`src/tdec_consts.vh`:
```
// Constants for the timer DMA and event control block
`ifndef TDEC_CONSTS_VH
`define TDEC_CONSTS_VH
// Register word offsets (byte addresses)
`define TDEC_OFF_EVCTRL   6'h00
`define TDEC_OFF_DMACTRL  6'h04
`define TDEC_OFF_DMASTAT  6'h08
`define TDEC_OFF_INTSTAT  6'h0C
`define TDEC_OFF_INTCLR   6'h10
`define TDEC_OFF_INTEN    6'h14
`define TDEC_OFF_CCDATA   6'h18
// Event control fields
`define TDEC_MCEO_LSB     24
`define TDEC_MCEI_LSB     16
`define TDEC_TCEI_LSB     14
`define TDEC_TCINV_LSB    12
`define TDEC_COUNTER_EVENT_OUT_ENABLE_BIT    10
`define TDEC_RETRIGGER_EVENT_OUT_ENABLE_BIT    9
`define TDEC_OVERFLOW_EVENT_OUT_ENABLE_BIT    8
`define TDEC_EVCTRL_MASK  32'h0F0FF7FF
// DMA control fields
`define TDEC_WAVE_LSB     0
`define TDEC_ONESHOT_BIT  2
`define TDEC_CIRC_LSB     4
`define TDEC_CAPT_LSB     8
`define TDEC_DMACTRL_MASK 32'h00000FF7
// Waveform mode codes
`define TDEC_WAVE_NORMAL  2'h0
`define TDEC_WAVE_DUAL_RAMP_WAVEFORM   2'h1
`define TDEC_WAVE_DUAL_RAMP_ALT_WAVEFORM  2'h2
`define TDEC_WAVE_DUAL_SLOPE_BOTH_WAVEFORM  2'h3
// Interrupt status bits
`define TDEC_IRQ_OVF      4
`define TDEC_IRQ_W        5
`define TDEC_RESET_WORD   32'h00000000
`endif

```
`src/tdec_top.v`:
```
// Timer DMA request and event enable control with Avalon-MM registers
// Functional notes
// Capture channel requests DMA on valid data; cleared by reading its value.
// Capture mode ignores the DMA one-shot setting.
// Software/DMA writes buffer registers in order with update instants.
// Circular buffers are meant only for dual-ramp and dual-slope-both modes.
// Ramp modes: circular compare channel requests at start of ramp B.
// Ramp modes: overflow request at ramp A start only after ramp-B ack.
// Ramp modes: DMA refreshes ramp A via match, ramp B via overflow.
// Dual-slope: circular compare channel requests at start of down-count.
// Dual-slope: overflow request at up-count start only after down-count ack.
// Dual-slope: DMA updates up via match, down via overflow.
// Channel event output enable bits 27:24 gate per-channel match/capture events.
// Channel event input enable bits 19:16 gate incoming channel events.
// Timer event input enable bits 15:14 gate timer input events.
// Invert bits 13:12 invert timer event inputs before use.
// All event control fields reset to zero and are read/write.
// Event control layout: bits 10,9,8, 7:6, 5:3, 2:0.
`timescale 1ns/1ps
`include "tdec_consts.vh"
module tdec_top #(
  parameter NCH = 4
) (
  input  wire            clk_i,
  input  wire            rstn_i,
  // Avalon-MM slave
  input  wire [5:0]      address_i,
  input  wire            read_i,
  input  wire            write_i,
  input  wire [31:0]     writedata_i,
  input  wire [3:0]      byteenable_i,
  output reg  [31:0]     readdata_o,
  output wire            waitrequest_o,
  // Counter core status
  input  wire            start_a_i,
  input  wire            start_b_i,
  input  wire            ovf_i,
  input  wire            retrig_i,
  input  wire            count_i,
  input  wire [NCH-1:0]  match_i,
  input  wire [NCH-1:0]  capt_valid_i,
  input  wire [NCH-1:0]  cc_read_i,
  // DMA controller
  input  wire [NCH-1:0]  chan_ack_i,
  input  wire            ovf_ack_i,
  output wire [NCH-1:0]  chan_req_o,
  output reg             ovf_req_o,
  // Event system
  input  wire [1:0]      timer_ev_i,
  input  wire [NCH-1:0]  chan_ev_i,
  output reg  [1:0]      timer_ev_o,
  output reg  [NCH-1:0]  chan_ev_o,
  output reg  [NCH-1:0]  mc_ev_o,
  output reg             ovf_ev_o,
  output reg             retrig_ev_o,
  output reg             count_ev_o,
  output reg  [1:0]      counter_event_select_o,
  output reg  [2:0]      event_action_zero_o,
  output reg  [2:0]      event_action_one_o,
  output wire            irq_o
);
  // ****************************************
  // Reset release
  // ****************************************
  reg rst_s1_q;
  reg rst_n_q;
  always @(posedge clk_i or negedge rstn_i) begin
    if (!rstn_i) begin
      rst_s1_q <= 1'b0;
      rst_n_q  <= 1'b0;
    end else begin
      rst_s1_q <= 1'b1;
      rst_n_q  <= rst_s1_q;
    end
  end

  // ****************************************
  // Pin input synchronisers
  // ****************************************
  reg [1:0]     tev_s1_q;
  reg [1:0]     tev_s2_q;
  reg [NCH-1:0] cev_s1_q;
  reg [NCH-1:0] cev_s2_q;
  // Event lines come from another clock tree, so two stages each
  always @(posedge clk_i or negedge rst_n_q) begin
    if (!rst_n_q) begin
      tev_s1_q <= 2'h0;
      tev_s2_q <= 2'h0;
      cev_s1_q <= {NCH{1'b0}};
      cev_s2_q <= {NCH{1'b0}};
    end else begin
      tev_s1_q <= timer_ev_i;
      tev_s2_q <= tev_s1_q;
      cev_s1_q <= chan_ev_i;
      cev_s2_q <= cev_s1_q;
    end
  end

  // ****************************************
  // Registers
  // ****************************************
  reg [31:0] ev_ctrl_q;
  reg [31:0] dma_ctrl_q;
  reg [5:0]  int_stat_q;
  reg [5:0]  int_en_q;
  reg        armed_q;
  reg [NCH-1:0] cc_rd_q;
  wire [1:0]     wave    = dma_ctrl_q[`TDEC_WAVE_LSB+1:`TDEC_WAVE_LSB];
  wire           oneshot = dma_ctrl_q[`TDEC_ONESHOT_BIT];
  wire [NCH-1:0] circ    = dma_ctrl_q[`TDEC_CIRC_LSB+NCH-1:`TDEC_CIRC_LSB];
  wire [NCH-1:0] capt    = dma_ctrl_q[`TDEC_CAPT_LSB+NCH-1:`TDEC_CAPT_LSB];
  wire ramp_mode  = (wave == `TDEC_WAVE_DUAL_RAMP_WAVEFORM) || (wave == `TDEC_WAVE_DUAL_RAMP_ALT_WAVEFORM);
  wire slope_mode = (wave == `TDEC_WAVE_DUAL_SLOPE_BOTH_WAVEFORM);
  wire circ_mode  = ramp_mode || slope_mode;
  wire any_circ   = |(circ & ~capt);
  wire wr_acc     = write_i && !read_i;

  // Byte-enable merge used for the event and DMA control words
  function [31:0] be_merge;
    input [31:0] old_v;
    input [31:0] new_v;
    input [3:0]  be;
    input [31:0] mask;
    integer k;
    begin
      be_merge = old_v;
      for (k = 0; k < 4; k = k + 1)
        if (be[k])
          be_merge[k*8 +: 8] = new_v[k*8 +: 8];
      be_merge = be_merge & mask;
    end
  endfunction

  // Zero-wait slave: every access completes in its first cycle
  assign waitrequest_o = 1'b0;

  // Control words, written by software
  always @(posedge clk_i or negedge rst_n_q) begin
    if (!rst_n_q) begin
      ev_ctrl_q  <= `TDEC_RESET_WORD;
      dma_ctrl_q <= `TDEC_RESET_WORD;
      int_en_q   <= 6'h00;
    end else if (wr_acc) begin
      case (address_i)
        `TDEC_OFF_EVCTRL:
          ev_ctrl_q <= be_merge(ev_ctrl_q, writedata_i, byteenable_i, `TDEC_EVCTRL_MASK);
        `TDEC_OFF_DMACTRL:
          dma_ctrl_q <= be_merge(dma_ctrl_q, writedata_i, byteenable_i, `TDEC_DMACTRL_MASK);
        `TDEC_OFF_INTEN:
          if (byteenable_i[0])
            int_en_q <= writedata_i[5:0];
        default: ;
      endcase
    end
  end

  // Reading the value word counts as reading the channel value
  always @* begin
    cc_rd_q = cc_read_i;
    if (read_i && (address_i == `TDEC_OFF_CCDATA) && byteenable_i[0])
      cc_rd_q = cc_read_i | writedata_i[NCH-1:0];
  end

  // Read data decoded combinationally from the address, not registered
  always @* begin
    readdata_o = 32'h00000000;
    case (address_i)
      `TDEC_OFF_EVCTRL:  readdata_o = ev_ctrl_q;
      `TDEC_OFF_DMACTRL: readdata_o = dma_ctrl_q;
      `TDEC_OFF_DMASTAT: readdata_o = {26'h0, ovf_req_o, armed_q, chan_req_o};
      `TDEC_OFF_INTSTAT: readdata_o = {26'h0, int_stat_q};
      `TDEC_OFF_INTEN:   readdata_o = {26'h0, int_en_q};
      default:           readdata_o = 32'h00000000;
    endcase
  end

  // ****************************************
  // Channel DMA requests
  // ****************************************
  wire start_circ_b = ramp_mode ? start_b_i : start_a_i;  // Ramp B start in ramp modes, start_a otherwise
  genvar g;
  generate
    for (g = 0; g < NCH; g = g + 1) begin : g_ch
      tdec_chan_req u_req (
        .clk_i        (clk_i),
        .rst_n_i      (rst_n_q),
        .capture_i    (capt[g]),
        .circ_i       (circ[g]),
        .circ_mode_i  (circ_mode),
        .oneshot_i    (oneshot),
        .match_i      (match_i[g]),
        .capt_valid_i (capt_valid_i[g]),
        .cc_read_i    (cc_rd_q[g]),
        .start_b_i    (slope_mode ? start_b_i : start_circ_b),
        .ack_i        (chan_ack_i[g]),
        .armed_i      (armed_q),
        .req_o        (chan_req_o[g])
      );
    end
  endgenerate

  // ****************************************
  // Overflow DMA request
  // ****************************************
  // In dual-slope, start_a marks up-count start and start_b down-count start
  reg ack_seen_q;
  always @(posedge clk_i or negedge rst_n_q) begin
    if (!rst_n_q) begin
      ack_seen_q <= 1'b0;
      ovf_req_o  <= 1'b0;
      armed_q    <= 1'b1;
    end else begin
      // Ack seen during ramp B / down phase; a new B phase restarts the window
      if (start_b_i)
        ack_seen_q <= 1'b0;
      else if (|chan_ack_i || ovf_ack_i)
        ack_seen_q <= 1'b1;
      if (circ_mode && any_circ) begin
        if (start_a_i && ack_seen_q)
          ovf_req_o <= 1'b1;
        else if (ovf_ack_i)
          ovf_req_o <= 1'b0;
      end else begin
        if (ovf_i && (!oneshot || armed_q))
          ovf_req_o <= 1'b1;
        else if (ovf_ack_i)
          ovf_req_o <= 1'b0;
      end
      // One-shot: first overflow or non-capture channel ack disarms until software rewrites control
      if (wr_acc && address_i == `TDEC_OFF_DMACTRL)
        armed_q <= 1'b1;
      else if (oneshot && (ovf_ack_i || |(chan_ack_i & ~capt)))
        armed_q <= 1'b0;
    end
  end

  // ****************************************
  // Event inputs and outputs
  // ****************************************
  wire [1:0] tev_inv = tev_s2_q ^ ev_ctrl_q[`TDEC_TCINV_LSB+1:`TDEC_TCINV_LSB];
  always @(posedge clk_i or negedge rst_n_q) begin
    if (!rst_n_q) begin
      timer_ev_o             <= 2'h0;
      chan_ev_o              <= {NCH{1'b0}};
      mc_ev_o                <= {NCH{1'b0}};
      ovf_ev_o               <= 1'b0;
      retrig_ev_o            <= 1'b0;
      count_ev_o             <= 1'b0;
      counter_event_select_o <= 2'h0;
      event_action_zero_o    <= 3'h0;
      event_action_one_o     <= 3'h0;
    end else begin
      timer_ev_o  <= tev_inv & ev_ctrl_q[`TDEC_TCEI_LSB+1:`TDEC_TCEI_LSB];
      chan_ev_o   <= cev_s2_q & ev_ctrl_q[`TDEC_MCEI_LSB+NCH-1:`TDEC_MCEI_LSB];
      mc_ev_o     <= (match_i | capt_valid_i) & ev_ctrl_q[`TDEC_MCEO_LSB+NCH-1:`TDEC_MCEO_LSB];
      ovf_ev_o    <= ovf_i & ev_ctrl_q[`TDEC_OVERFLOW_EVENT_OUT_ENABLE_BIT];
      retrig_ev_o <= retrig_i & ev_ctrl_q[`TDEC_RETRIGGER_EVENT_OUT_ENABLE_BIT];
      count_ev_o  <= count_i & ev_ctrl_q[`TDEC_COUNTER_EVENT_OUT_ENABLE_BIT];
      counter_event_select_o <= ev_ctrl_q[7:6];
      event_action_one_o     <= ev_ctrl_q[5:3];
      event_action_zero_o    <= ev_ctrl_q[2:0];
    end
  end

  // ****************************************
  // Interrupts
  // ****************************************
  // Set wins over a clear landing in the same cycle
  wire [5:0] int_set = {ovf_req_o & ~ovf_ack_i & 1'b0, ovf_i, chan_req_o};
  wire       clr_wr  = wr_acc && (address_i == `TDEC_OFF_INTCLR) && byteenable_i[0];
  always @(posedge clk_i or negedge rst_n_q) begin
    if (!rst_n_q)
      int_stat_q <= 6'h00;
    else
      int_stat_q <= (int_stat_q & ~(clr_wr ? writedata_i[5:0] : 6'h00)) | int_set;
  end
  assign irq_o = |(int_stat_q & int_en_q);
endmodule // tdec_top

```
`src/tdec_chan_req.v`:
```
// One compare/capture channel DMA request generator
`timescale 1ns/1ps
module tdec_chan_req (
  input  wire clk_i,
  input  wire rst_n_i,
  input  wire capture_i,
  input  wire circ_i,
  input  wire circ_mode_i,
  input  wire oneshot_i,
  input  wire match_i,
  input  wire capt_valid_i,
  input  wire cc_read_i,
  input  wire start_b_i,
  input  wire ack_i,
  input  wire armed_i,
  output reg  req_o
);
  // ****************************************
  // Request flag
  // ****************************************
  // Capture: set on valid data, clear on read, one-shot ignored
  always @(posedge clk_i or negedge rst_n_i) begin
    if (!rst_n_i) begin
      req_o <= 1'b0;
    end else if (capture_i) begin
      if (capt_valid_i)
        req_o <= 1'b1;
      else if (cc_read_i)
        req_o <= 1'b0;
    end else begin
      if ((circ_i && circ_mode_i) ? start_b_i
          : (match_i && (!oneshot_i || armed_i)))
        req_o <= 1'b1;
      else if (ack_i)
        req_o <= 1'b0;
    end
  end
endmodule // tdec_chan_req

```
`config.mk`:
```
export PLATFORM = sky130hd
export DESIGN_NAME = tdec_top
export DESIGN_NICKNAME = d
export VERILOG_FILES = /design/src/tdec_top.v /design/src/tdec_chan_req.v
export VERILOG_INCLUDE_DIRS = /design/src
export SDC_FILE = /design/constraint.sdc
export NUM_CORES = 1
export LEC_CHECK = 0
export ABC_AREA = 1
export BUFFER_PORTS_ARGS = -buffer_cell sky130_fd_sc_hd__buf_2
export CAP_MARGIN = 20
export CORE_ASPECT_RATIO = 0.8
export CORE_MARGIN = 10
export CORE_UTILIZATION = 51
export CTS_CLUSTER_SIZE = 8
export DETAILED_ROUTE_END_ITERATION = 8
export PLACE_DENSITY = 0.8
export SLEW_MARGIN = 40
export SYNTH_ARGS = -nofsm -noshare
export SYNTH_HDL_FRONTEND = slang
export SYNTH_SLANG_ARGS = --single-unit
```
`constraint.sdc`:
```
create_clock -name clk_i -period 3.5 [get_ports clk_i]
set_input_delay 1.05 -clock clk_i [delete_from_list [all_inputs] [get_ports clk_i]]
set_output_delay 1.05 -clock clk_i [all_outputs]
set_load 0.01 [all_outputs]
```
* Word level (Yosys, flattened, before mapping)
Index checks and enable logic that the tools add are counted.
** Operators by class
- Reduce and logical (&&, ||, !) cells :: 47
- Mux-type cells :: 37
- Bitwise logic cells :: 16
- Equal/unequal tests :: 13
** Operator list (count)
- $pmux W28 S5 :: 1
- $mux W1 :: 34
- $reduce_and A3 Y1 :: 7
- $eq A6 B5 Y1 const B :: 3
- $logic_and A1 B1 Y1 :: 18
- $and A4 B4 Y4 :: 4
- $and A6 B6 Y6 :: 2
- $eq A6 B4 Y1 const B :: 2
- $ne A3 B2 Y1 const B :: 4
- $reduce_bool A3 Y1 :: 4
- $reduce_or A4 Y1 :: 3
- $or A4 B4 Y4 :: 2
- $reduce_and A2 Y1 :: 4
- $eq A6 B3 Y1 const B :: 1
- $logic_not A6 Y1 :: 1
- $mux W6 :: 1
- $not A6 Y6 :: 1
- $or A6 B5 Y6 :: 1
- $reduce_or A6 Y1 :: 1
- $logic_or A1 B1 Y1 :: 5
- $eq A2 B2 Y1 const B :: 2
- $mux W4 :: 1
- $not A4 Y4 :: 1
- $reduce_bool A2 Y1 :: 2
- other kinds (5) :: 8
** Storage, ports and cells
- Output and inout bits :: 60
- Flip-flop bits (word level) :: 88

* Depth between registers and ports, before layout
Gate-level depths: netlist (run 1).
- Depth in word-level cells :: 8
- Depth in mapped cells :: 10
- Depth with buffers taken out :: 10

* Hierarchy
From an unflattened synthesis (run 1), not the netlist that was laid out.
** Unflattened totals
- Cells, all modules :: 509
- Area total of the unflattened synthesis :: 4214.0 um^2
** By module, submodules not included
- tdec_top :: cells each 445, instances 1, area an instance 3863.7 um^2
- tdec_chan_req :: cells each 16, instances 4, area an instance 87.6 um^2

* Least setup slack after synthesis (run 1)
Ideal clock, no wire load.
- Kind :: input port to output port
- From :: in address_i[5]
- To :: out readdata_o[10]
- Cell stages on the path :: 6
- Setup slack :: 0.543 ns
- Arrival :: 1.907 ns
- Path through :: nor2_4 > inv_2 > nor2_4 > inv_2 > buf_6 > o21ai_0
** On the way
- Longest elaborated chain between the ends :: 2
- Elaborated cells between the ends (all ways) :: 6
- Classes of those cells :: eq/ne (4); mux (1); reduce/logical (1)
** Ends and longest elaborated chain
- start: declaration :: RTL line tdec_top.v:27 : input wire [5:0] address_i,
- $eq A6 B5 Y1 (tied with other cells) :: RTL line tdec_top.v:167 : case (address_i)
- $pmux W28 S5 (*) :: RTL line tdec_top.v:167
- end: declaration :: RTL line tdec_top.v:32 : output reg [31:0] readdata_o,
Mark *: on every way between the ends. The rest lies on a longest branch, timed or not.

* Worst setup path after layout (run 1)
- From :: in address_i[1]
- To :: out readdata_o[9]
Same word-level chain as after synthesis.

==> results of run 1 <==
## per-stage QoR
step | utilization, % | hold WS (ns)
CTS | 63.12 | 0.3542
finish | 63.12 | 0.3321
floorplan | - | 0.3312
detailed placement | 60.65 | 0.3347
global route | 63.12 | 0.3588
global placement | 60.40 | 0.3326
## power by group
part           internal (mW)  switching (mW)  total [mW]
registers               1.06          0.0381        1.10
clock network          0.308           0.376       0.685
logic                 0.0808           0.129       0.209
total                   1.45           0.543        1.99
## layout make-up
class	instances	area, µm²
Clock inverter	5	45.04
Inverter	85	319.1
Fill cell	686	2930
Tap cell	108	135.1
Multi-Input combinational cell	311	1528
Sequential cell	88	2207
Timing Repair Buffer	121	630.6
Clock buffer	11	151.4
## logic make-up (layout without fill, tap and decap cells)
kind of cell	after synthesis	after routing	share of synthesized area, %
compound gates	62	62	8.685
xor+xnor	2	2	0.4194
fa+ha+maj	2	2	0.5989
buf+inv	104	222	11.41
flops	88	88	52.74
other cells	2	10	0.1798
simple gates	235	235	25.97
## routing by layer
metal / track usage, % / vias to the layer above / wire (µm)
li1: - / 1751 / -
met5: 0 / - / 0
met2: 29.57 / 159 / 5108
met1: 23.81 / 1650 / 4732
met3: 6.831 / 12 / 1158
met4: 5.581 / 0 / 138
## state kept, by name, indices dropped and copies added (netlist names), 3 cells and up
name,cells
event_action_zero_o,3
mc_ev_o,4
cev_s1_q,4
int_en_q,6
g_ch.u_req.req_o,4
dma_ctrl_q,11
event_action_one_o,3
chan_ev_o,4
ev_ctrl_q,23
cev_s2_q,4
int_stat_q,6
## how the worst max path moves through the flow
stage	cells after the start	endpoint	start	slack [ns]
after floorplan	6	readdata_o[10]	address_i[5]	0.54
after global placement	8	readdata_o[9]	address_i[1]	0.19
after detailed placement	8	readdata_o[9]	address_i[1]	0.18
after CTS	8	readdata_o[9]	address_i[1]	0.17
after global routing	8	readdata_o[25]	address_i[1]	0.08
final	8	readdata_o[9]	address_i[1]	0.18
## worst reg2reg max path, stage by stage (launching register included)
cell and delay [ns]:
sky130_fd_sc_hd__dfrtp_1 0.38, sky130_fd_sc_hd__inv_1 0.08, sky130_fd_sc_hd__ha_1 0.31, sky130_fd_sc_hd__o21ai_0 0.45, sky130_fd_sc_hd__nand3_1 0.19, sky130_fd_sc_hd__nand3_1 0.13
sky130_fd_sc_hd__nand2_1 0.06, sky130_fd_sc_hd__nand2_1 0.05, sky130_fd_sc_hd__nand2_1 0.04
## placed cells by master (no fill, tap or decap), types with 8 or more instances in the layout
cell type / netlist / final
sky130_fd_sc_hd__buf_2: 0 / 116
sky130_fd_sc_hd__clkbuf_8: 0 / 11
sky130_fd_sc_hd__conb_1: 2 / 10
sky130_fd_sc_hd__dfrtp_1: 87 / 86
sky130_fd_sc_hd__inv_1: 82 / 82
sky130_fd_sc_hd__nand2_1: 123 / 123
sky130_fd_sc_hd__nand3_1: 29 / 29
sky130_fd_sc_hd__nand4_1: 8 / 8
sky130_fd_sc_hd__nor2_1: 53 / 53
sky130_fd_sc_hd__o21ai_0: 25 / 25
sky130_fd_sc_hd__o21ai_1: 18 / 18
sky130_fd_sc_hd__o21ai_2: 10 / 10
==> results_dict.tcl, run 1 <==
set metrics [dict create \
    status "finished clean" \
    preCtsSetupSlack_ns 0.1758 \
    numClockSinks 88 \
    detailed_place_hpwl_mm 8.943 \
    postSynth.asyncResetShare_pct 100.0 \
    power.leakage_nw 2.767 \
    detailedRoute.firstPassIterationCount 7 \
    synthTopCellsByCount "sky130_fd_sc_hd__nand2_1, sky130_fd_sc_hd__dfrtp_1, sky130_fd_sc_hd__inv_1" \
    maximum_number_of_pins_on_one_net_before_global_route_repair 46 \
    layout_worst_path_cycle_share_pct 94.80 \
    yosys_most_used_dff "sky130_fd_sc_hd__dfrtp_1" \
    crit_fanout 10 \
    finalWorstSetupSlack_ns 0.1820 \
    initial_utilization_pct 52.57 \
    cts_tree "yes" \
    drive_above_1_share_pct 27.70 \
    rsz0062_at_grt "false" \
    syn-instance-count 495 \
    design.die.area_um2 12230 \
    worst_skew_pair_latency_ns 0.36 \
    area.growth.synth_to_final_pct 20.07 \
    clock_skew_ns 0.007691 \
    globalRoute.totalOverflow 0 \
    post-cts-setup-buffers 0 \
    tritoncts.num_buffers 9 \
    cellPowerDensity_nw_per_um2 397.5 \
    drt_drc_violations_left 0 \
    layout.cells.non_filler 729 \
    worst_slew_pin_slew_ns 0.5540 \
    place_area_um2 4820 \
    total_via_count_after_detailed_routing 3572 \
    dieWidth_um 121.2 \
    final_max_slew_viol_count 0 \
    crit-reg2reg-capture "g_ch[0].u_req.req_o$_DFFE_PN0P_" \
    cp_data_required_time_ns 2.45 \
    final_ant_viol_nets 0 \
    routed_wire_length_per_instance_um 15.28 \
    cts_hold_repair.buffers 0 \
    root_buffer "sky130_fd_sc_hd__clkbuf_8" \
    timing.setup.critical_path_class "input pin to output pin" \
    cts-root-to-sink-buffers 2 \
    drt-vias-per-instance 4.900 \
    timing.critical_path.from_type "input pin" \
    post_cts_resized 0 \
    synth_seq_cells 88 \
    worst-r2r-cell-count 8 \
    grt_pass1_vias 3626 \
    timing_hold_violations_final 0 \
    worst-path-buf-inv 3 \
    wl_mm 11.14 \
    finalNetCount 692 \
    final_cell_area_um2 5016 \
    max_freq_mhz 301.4 \
    row_count 29 \
    numPlacedInstances 713 \
    synth.top_cells.by_area "sky130_fd_sc_hd__dfrtp_1, sky130_fd_sc_hd__nand2_1, sky130_fd_sc_hd__inv_1" \
    grt_pass1_wl_mm 18.06 \
    max_cap_viol_count 0 \
    grt_util_all_layers_pct 18.80 \
    initial_antenna_violation_count 0 \
    cts_max_level 3 \
    synth_top_area_share_pct 52.11 \
    post-layout-total-power_mw 1.994 \
    slowest_stage "sky130_fd_sc_hd__buf_4" \
    globalplace.congestion 0.9029 \
    critPathArrivalTime_ns 2.27 \
    worst_slew_margin_rel_pct 63.06 \
    syn_avg_cell_area_um2 8.440 \
    r2r_start "dma_ctrl_q[0]$_DFFE_PN0P_" \
    core_area_um2 7946 \
    final_critical_delay_including_setup_and_external_delays_ns 3.318 \
    crit_family "simple AND/OR/NAND/NOR gates" \
    antennaDiodeCount 0 \
    cpPeakStageDelay_ns 0.22 \
    worst-r2r-setup-slack_ns 1.71 \
    setup_violations 0 \
    count_of_cell_types_in_the_netlist 29 \
    post_synth_instance_area_um2 4178 \
    drtIter0Drc 300 \
    yosysSeqAreaShare_pct 52.74 \
    yosys.cell_count.top_type "sky130_fd_sc_hd__nand2_1" \
    yosysWarnings 0 \
    clkSlewWorstSetupHoldPaths_ns 0.09 \
    hold_path_class "flop to asynchronous set/reset pin" \
    timing.setup.tns_ns 0 \
    synth_top_cell_by_area "sky130_fd_sc_hd__dfrtp_1" \
    peak_vdd_ir_mv 0.2680 \
    floorplan.io_pins 134 \
    die-height_um 101.0 \
    ordered_cell_list_for_the_critical_path "buf_2 > nor2_8 > nand3_4 > nor2_8 > buf_4 > nand2_1 > o21ai_0 > buf_2" \
    placement.io_buffers 116 \
    synth_enable_flop_cells 0 \
    worst_setup_path_end_kind "output pin" \
]
Power figures use the tool's default switching activity.
==> inputs of run 2 (changes only) <==
--- a/config.mk
+++ b/config.mk
@@ -9,7 +9,7 @@
 export ABC_AREA = 1
 export BUFFER_PORTS_ARGS = -buffer_cell sky130_fd_sc_hd__buf_2
 export CAP_MARGIN = 20
-export CORE_ASPECT_RATIO = 0.8
+export CORE_ASPECT_RATIO = 0.75
 export CORE_MARGIN = 10
 export CORE_UTILIZATION = 51
 export CTS_CLUSTER_SIZE = 8
==> results_dict.tcl, run 2 (same netlist as run 1, synthesis figures left out) <==
set metrics [dict create \
    setup_violations 0 \
    status "finished clean" \
    dieWidth_um 124.5 \
    post-route-util_pct 62.96 \
    maximum_number_of_pins_on_one_net_before_global_route_repair 45 \
    detailedRoute.firstPassIterationCount 4 \
    antennaDiodeCount 0 \
    final_cell_mix "sky130_fd_sc_hd__nand2_1, sky130_fd_sc_hd__buf_2, sky130_fd_sc_hd__dfrtp_1" \
    final_critical_delay_including_setup_and_external_delays_ns 3.357 \
    peak_vdd_ir_mv 0.1904 \
    numClockSinks 88 \
    layout_worst_path_cycle_share_pct 95.90 \
    drtIter0Drc 262 \
    slowest_stage "sky130_fd_sc_hd__nor2_8" \
    worst_slew_margin_rel_pct 60.72 \
    drive_above_1_share_pct 27.58 \
    timing.setup.critical_path_class "input pin to output pin" \
    met2_usage_pct 28.60 \
    post-cts-setup-buffers 0 \
    final_ant_viol_nets 0 \
    footprint_of_the_multi_input_gates_um2 1528 \
    cp_data_required_time_ns 2.45 \
    area.growth.synth_to_final_pct 19.32 \
    root_buffer "sky130_fd_sc_hd__clkbuf_8" \
    hold_path_class "flop to asynchronous set/reset pin" \
    drt-vias-per-instance 4.830 \
    grt_pass1_vias 3558 \
    clock_skew_ns 0.008901 \
    worst-path-buf-inv 3 \
    design.die.area_um2 12250 \
    place_area_um2 4816 \
    drt_drc_violations_left 0 \
    grt_util_all_layers_pct 18.17 \
    max_freq_mhz 297.9 \
    biggestRegsByFlops "ev_ctrl_q (23), dma_ctrl_q (11)" \
    max_cap_viol_count 0 \
    crit_fanout 11 \
    worst_setup_path_end_kind "output pin" \
    routed_wire_length_per_instance_um 15.24 \
    detailed_place_hpwl_mm 8.890 \
    met1_usage_pct 23.37 \
    hold-worst-slack_ns 0.3344 \
    timing.critical_path.from_type "input pin" \
    placement.io_buffers 116 \
    crit_family "simple AND/OR/NAND/NOR gates" \
    finalNetCount 692 \
    cts_hold_repair.buffers 0 \
    clkSlewWorstSetupHoldPaths_ns 0.09 \
    cpPeakStageDelay_ns 0.23 \
    initial_utilization_pct 52.77 \
    floorplan.io_pins 134 \
    largest_register_ffs 23 \
    cts-root-to-sink-buffers 2 \
    power.leakage_nw 2.747 \
    timing.setup.tns_ns 0 \
    ordered_cell_list_for_the_critical_path "buf_2 > nor2_8 > nand3_4 > nor2_8 > inv_2 > nor2_1 > nor2_1 > nand2_1 > buf_2" \
    initial_antenna_violation_count 0 \
    final_cell_area_um2 4985 \
    post-layout-total-power_mw 1.926 \
    fillerInstances 714 \
    critPathArrivalTime_ns 2.31 \
    final-seq-area_um2 2207 \
    gr-max-usage-layer "met2" \
    final_common_cell "sky130_fd_sc_hd__nand2_1" \
    tritoncts.num_buffers 9 \
    total_via_count_after_detailed_routing 3502 \
    worst_slew_pin_slew_ns 0.5892 \
    final_max_slew_viol_count 0 \
    cellPowerDensity_nw_per_um2 386.3 \
    post_cts_resized 0 \
    top_register "ev_ctrl_q" \
    grt_pass1_wl_mm 18.20 \
    globalRoute.totalOverflow 0 \
    cts_max_level 3 \
    core_area_um2 7918 \
    worst-r2r-setup-slack_ns 1.74 \
    globalplace.congestion 0.9053 \
    row_count 28 \
    worst_skew_pair_latency_ns 0.35 \
    grtUsageMet3_pct 6.429 \
    die-height_um 98.38 \
    timing_hold_violations_final 0 \
    rsz0062_at_grt "false" \
    cts_tree "yes" \
    wl_mm 11.05 \
]
-- run 2: cell types whose count changed in the layout (fill, tap and decap cells not counted) --
cell                         previous run  this run
sky130_fd_sc_hd__clkinvlp_4             1         3
sky130_fd_sc_hd__clkinv_2               0         1
sky130_fd_sc_hd__inv_6                  2         1
sky130_fd_sc_hd__inv_8                  1         0
sky130_fd_sc_hd__clkbuf_8              11         9
-- run 2: final timing paths --
path,startpoint,end,cells after the start
max in group asynchronous,rst_n_q$_DFF_PN0_,armed_q$_DFFE_PN1P_,1
max,address_i[1],readdata_o[1],9
min reg2reg,rst_n_q$_DFF_PN0_,ev_ctrl_q[25]$_DFFE_PN0P_,0
max reg2reg,dma_ctrl_q[0]$_DFFE_PN0P_,g_ch[3].u_req.req_o$_DFFE_PN0P_,8
min,rst_n_q$_DFF_PN0_,ev_ctrl_q[25]$_DFFE_PN0P_,0
min in group clk_i,cev_s1_q[1]$_DFF_PN0_,cev_s2_q[1]$_DFF_PN0_,0
-- run 2: stage by stage --
stage               setup slack, ns  cells
floorplan                    0.5425    503
global placement             0.1792    709
detailed placement           0.1545    710
CTS                          0.1523    725
global route                0.07793    725
finish                       0.1434    725
-- run 2: metal layers --
metal  share of wire, %  wire (µm)
met1                 43       4797
met2                 46       5034
met3                9.9       1097
met4                1.1        121
met5                  0          0
-- run 2: layout make-up --
class,count,share of cell area [%]
repair buffers,121,12.65
well taps,105,2.636
clock buffers,9,2.485
clock inverters,6,0.9036
multi-input cells,311,30.65
inverters,85,6.401
flip-flops and latches,88,44.28
-- run 2: report_power, final --
| part | total (mW) | internal (mW) | switching, mW |
|---|---|---|---|
| Clock | 0.617 | 0.256 | 0.361 |
| Combinational | 0.209 | 0.0809 | 0.128 |
| Sequential | 1.10 | 1.06 | 0.0382 |
| Total | 1.93 | 1.40 | 0.527 |
==> inputs of run 3 (changes only) <==
==> constraint.sdc (replaced) <==
create_clock -name clk_i -period 3.5 [get_ports clk_i]
set_input_delay 1.05 -clock clk_i [delete_from_list [all_inputs] [get_ports clk_i]]
set_output_delay 1.05 -clock clk_i [all_outputs]
set_load 0.1 [all_outputs]
==> results_dict.tcl, run 3 (same netlist as run 1, synthesis figures left out) <==
set metrics [dict create \
    status "finished clean" \
    floorplan.io_pins 134 \
    row_count 28 \
    drtIter0Drc 396 \
    drt-vias-per-instance 5.033 \
    max_freq_mhz 295.2 \
    netSwitchingFraction_pct 30.97 \
    cellPowerDensity_nw_per_um2 414.7 \
    final_common_cell "sky130_fd_sc_hd__nand2_1" \
    final_ant_viol_nets 0 \
    initial_utilization_pct 52.77 \
    detailedRoute.firstPassIterationCount 7 \
    dieWidth_um 124.5 \
    pwr-share-clk_pct 34.5 \
    numClockSinks 88 \
    detailed_place_hpwl_mm 9.460 \
    globalplace.congestion 0.9255 \
    timing.setup.critical_path_class "input pin to output pin" \
    timing.setup.tns_ns 0 \
    top_register "ev_ctrl_q" \
    area.growth.synth_to_final_pct 29.86 \
    critPathLaunch "address_i[2]" \
    r2r_start "dma_ctrl_q[0]$_DFFE_PN0P_" \
    tritoncts.num_buffers 9 \
    timing_hold_violations_final 0 \
    worst_skew_pair_latency_ns 0.36 \
    cts-root-to-sink-buffers 2 \
    worst-r2r-cell-count 8 \
    final_cell_mix "sky130_fd_sc_hd__nand2_1, sky130_fd_sc_hd__buf_2, sky130_fd_sc_hd__dfrtp_1" \
    placement.io_buffers 116 \
    post_cts_resized 0 \
    worst-r2r-setup-slack_ns 1.72 \
    max_cap_viol_count 0 \
    globalRoute.totalOverflow 0 \
    core_area_um2 7918 \
    wl_mm 11.69 \
    hold-worst-slack_ns 0.2285 \
    grt_pass1_vias 3805 \
    rsz0062_at_grt "false" \
    drive_above_1_share_pct 27.97 \
    drt_drc_violations_left 0 \
    peak_vdd_ir_mv 0.2116 \
    final_cell_area_um2 5425 \
    setup_violations 0 \
    initial_antenna_violation_count 0 \
    critPathArrivalTime_ns 2.34 \
    final_max_slew_viol_count 0 \
    cts_max_level 3 \
    worst_setup_path_endpoint "readdata_o[1]" \
    crit_fanout 4 \
    fillerInstances 631 \
    clkSlewWorstSetupHoldPaths_ns 0.09 \
    die-height_um 98.38 \
    crit-reg2reg-capture "g_ch[0].u_req.req_o$_DFFE_PN0P_" \
    cts_tree "yes" \
    place_area_um2 5209 \
    finalWorstSetupSlack_ns 0.1129 \
    largest_register_ffs 23 \
    root_buffer "sky130_fd_sc_hd__clkbuf_8" \
    clock_skew_ns 0.008478 \
    cp_data_required_time_ns 2.45 \
    worst_setup_path_end_kind "output pin" \
    biggestRegsByFlops "ev_ctrl_q (23), dma_ctrl_q (11)" \
    worst_slew_pin_slew_ns 0.5273 \
    timing.critical_path.from_type "input pin" \
    finalNetCount 694 \
    power_switching_mw 0.6967 \
    power.combinational.fraction_pct 16.7 \
    cts_hold_repair.buffers 0 \
    layout_worst_path_cycle_share_pct 96.77 \
    post-cts-setup-buffers 0 \
    grt_util_all_layers_pct 19.29 \
    design.die.area_um2 12250 \
    final_critical_delay_including_setup_and_external_delays_ns 3.387 \
    grt_pass1_wl_mm 19.20 \
    worst_slew_margin_rel_pct 64.47 \
    maximum_number_of_pins_on_one_net_before_global_route_repair 35 \
    antennaDiodeCount 0 \
    total_via_count_after_detailed_routing 3659 \
    routed_wire_length_per_instance_um 16.07 \
    power.leakage_nw 2.858 \
    hold_path_class "flop to asynchronous set/reset pin" \
    power.internal_mw 1.553 \
    preCtsSetupSlack_ns 0.1197 \
    power.share.sequential_pct 48.8 \
]
-- run 3: cell types whose count changed in the layout (fill, tap and decap cells not counted), moves of 2 or more --
| cell | change |
|---|---|
| sky130_fd_sc_hd__buf_2 | -24 |
| sky130_fd_sc_hd__buf_12 | +25 |
| sky130_fd_sc_hd__o21ai_0 | -5 |
| sky130_fd_sc_hd__clkinvlp_4 | -2 |
| sky130_fd_sc_hd__o21ai_1 | +5 |
| sky130_fd_sc_hd__bufinv_16 | +2 |
-- run 3: routing by layer --
metal	vias to the layer above	routed length [µm]	track usage, %
li1	1745	-	-
met1	1713	4966	24.26
met2	180	5412	30.95
met3	21	1167	7.563
met4	0	138	3.843
met5	-	0	0
-- run 3: how the worst min path moves through the flow --
stage	start	to	slack, ns
floorplan	cev_s1_q[0]$_DFF_PN0_	cev_s2_q[0]$_DFF_PN0_	0.33
global placement	cev_s1_q[2]$_DFF_PN0_	cev_s2_q[2]$_DFF_PN0_	0.33
detailed placement	rst_n_q$_DFF_PN0_	ev_ctrl_q[27]$_DFFE_PN0P_	0.24
CTS	rst_n_q$_DFF_PN0_	dma_ctrl_q[11]$_DFFE_PN0P_	0.24
global route	rst_n_q$_DFF_PN0_	count_ev_o$_DFF_PN0_	0.27
finish	rst_n_q$_DFF_PN0_	dma_ctrl_q[11]$_DFFE_PN0P_	0.23
-- run 3: power by group through the flow --
stage	combinational, mW	sequential, mW	clock (mW)
final	0.375	1.10	0.777
after global routing	0.404	1.10	0.837
after CTS	0.376	1.10	0.789
after detailed placement	0.375	1.12	0
after global placement	0.349	1.13	0
after floorplan	0.202	1.19	0
-- run 3: critical path, cell delays in order --
cell and delay (ns):
sky130_fd_sc_hd__buf_2 0.13, sky130_fd_sc_hd__inv_1 0.12, sky130_fd_sc_hd__nand2_1 0.07, sky130_fd_sc_hd__nor2_1 0.19, sky130_fd_sc_hd__nand2_1 0.17, sky130_fd_sc_hd__o21ai_0 0.24
sky130_fd_sc_hd__nor2_1 0.06, sky130_fd_sc_hd__nand2_1 0.12, sky130_fd_sc_hd__buf_12 0.18
-- run 3: final cells by class --
class | instances | area [µm²] | share of cell area [%]
Inverter | 85 | 319.1 | 5.881
Timing Repair Buffer | 123 | 1018 | 18.77
Clock buffer | 9 | 123.9 | 2.283
Multi-Input combinational cell | 311 | 1533 | 28.25
Sequential cell | 88 | 2207 | 40.68
Tap cell | 105 | 131.4 | 2.422
Clock inverter | 6 | 92.59 | 1.707
-- run 3: metrics by stage --
step                      utilization (%)  total power, mW  std cells
after global routing                68.52            2.344        727
final                               68.52            2.250        727
after CTS                           68.52            2.263        727
after global placement              65.28            1.477        710
after floorplan                         -            1.389        503
after detailed placement            65.79            1.492        712
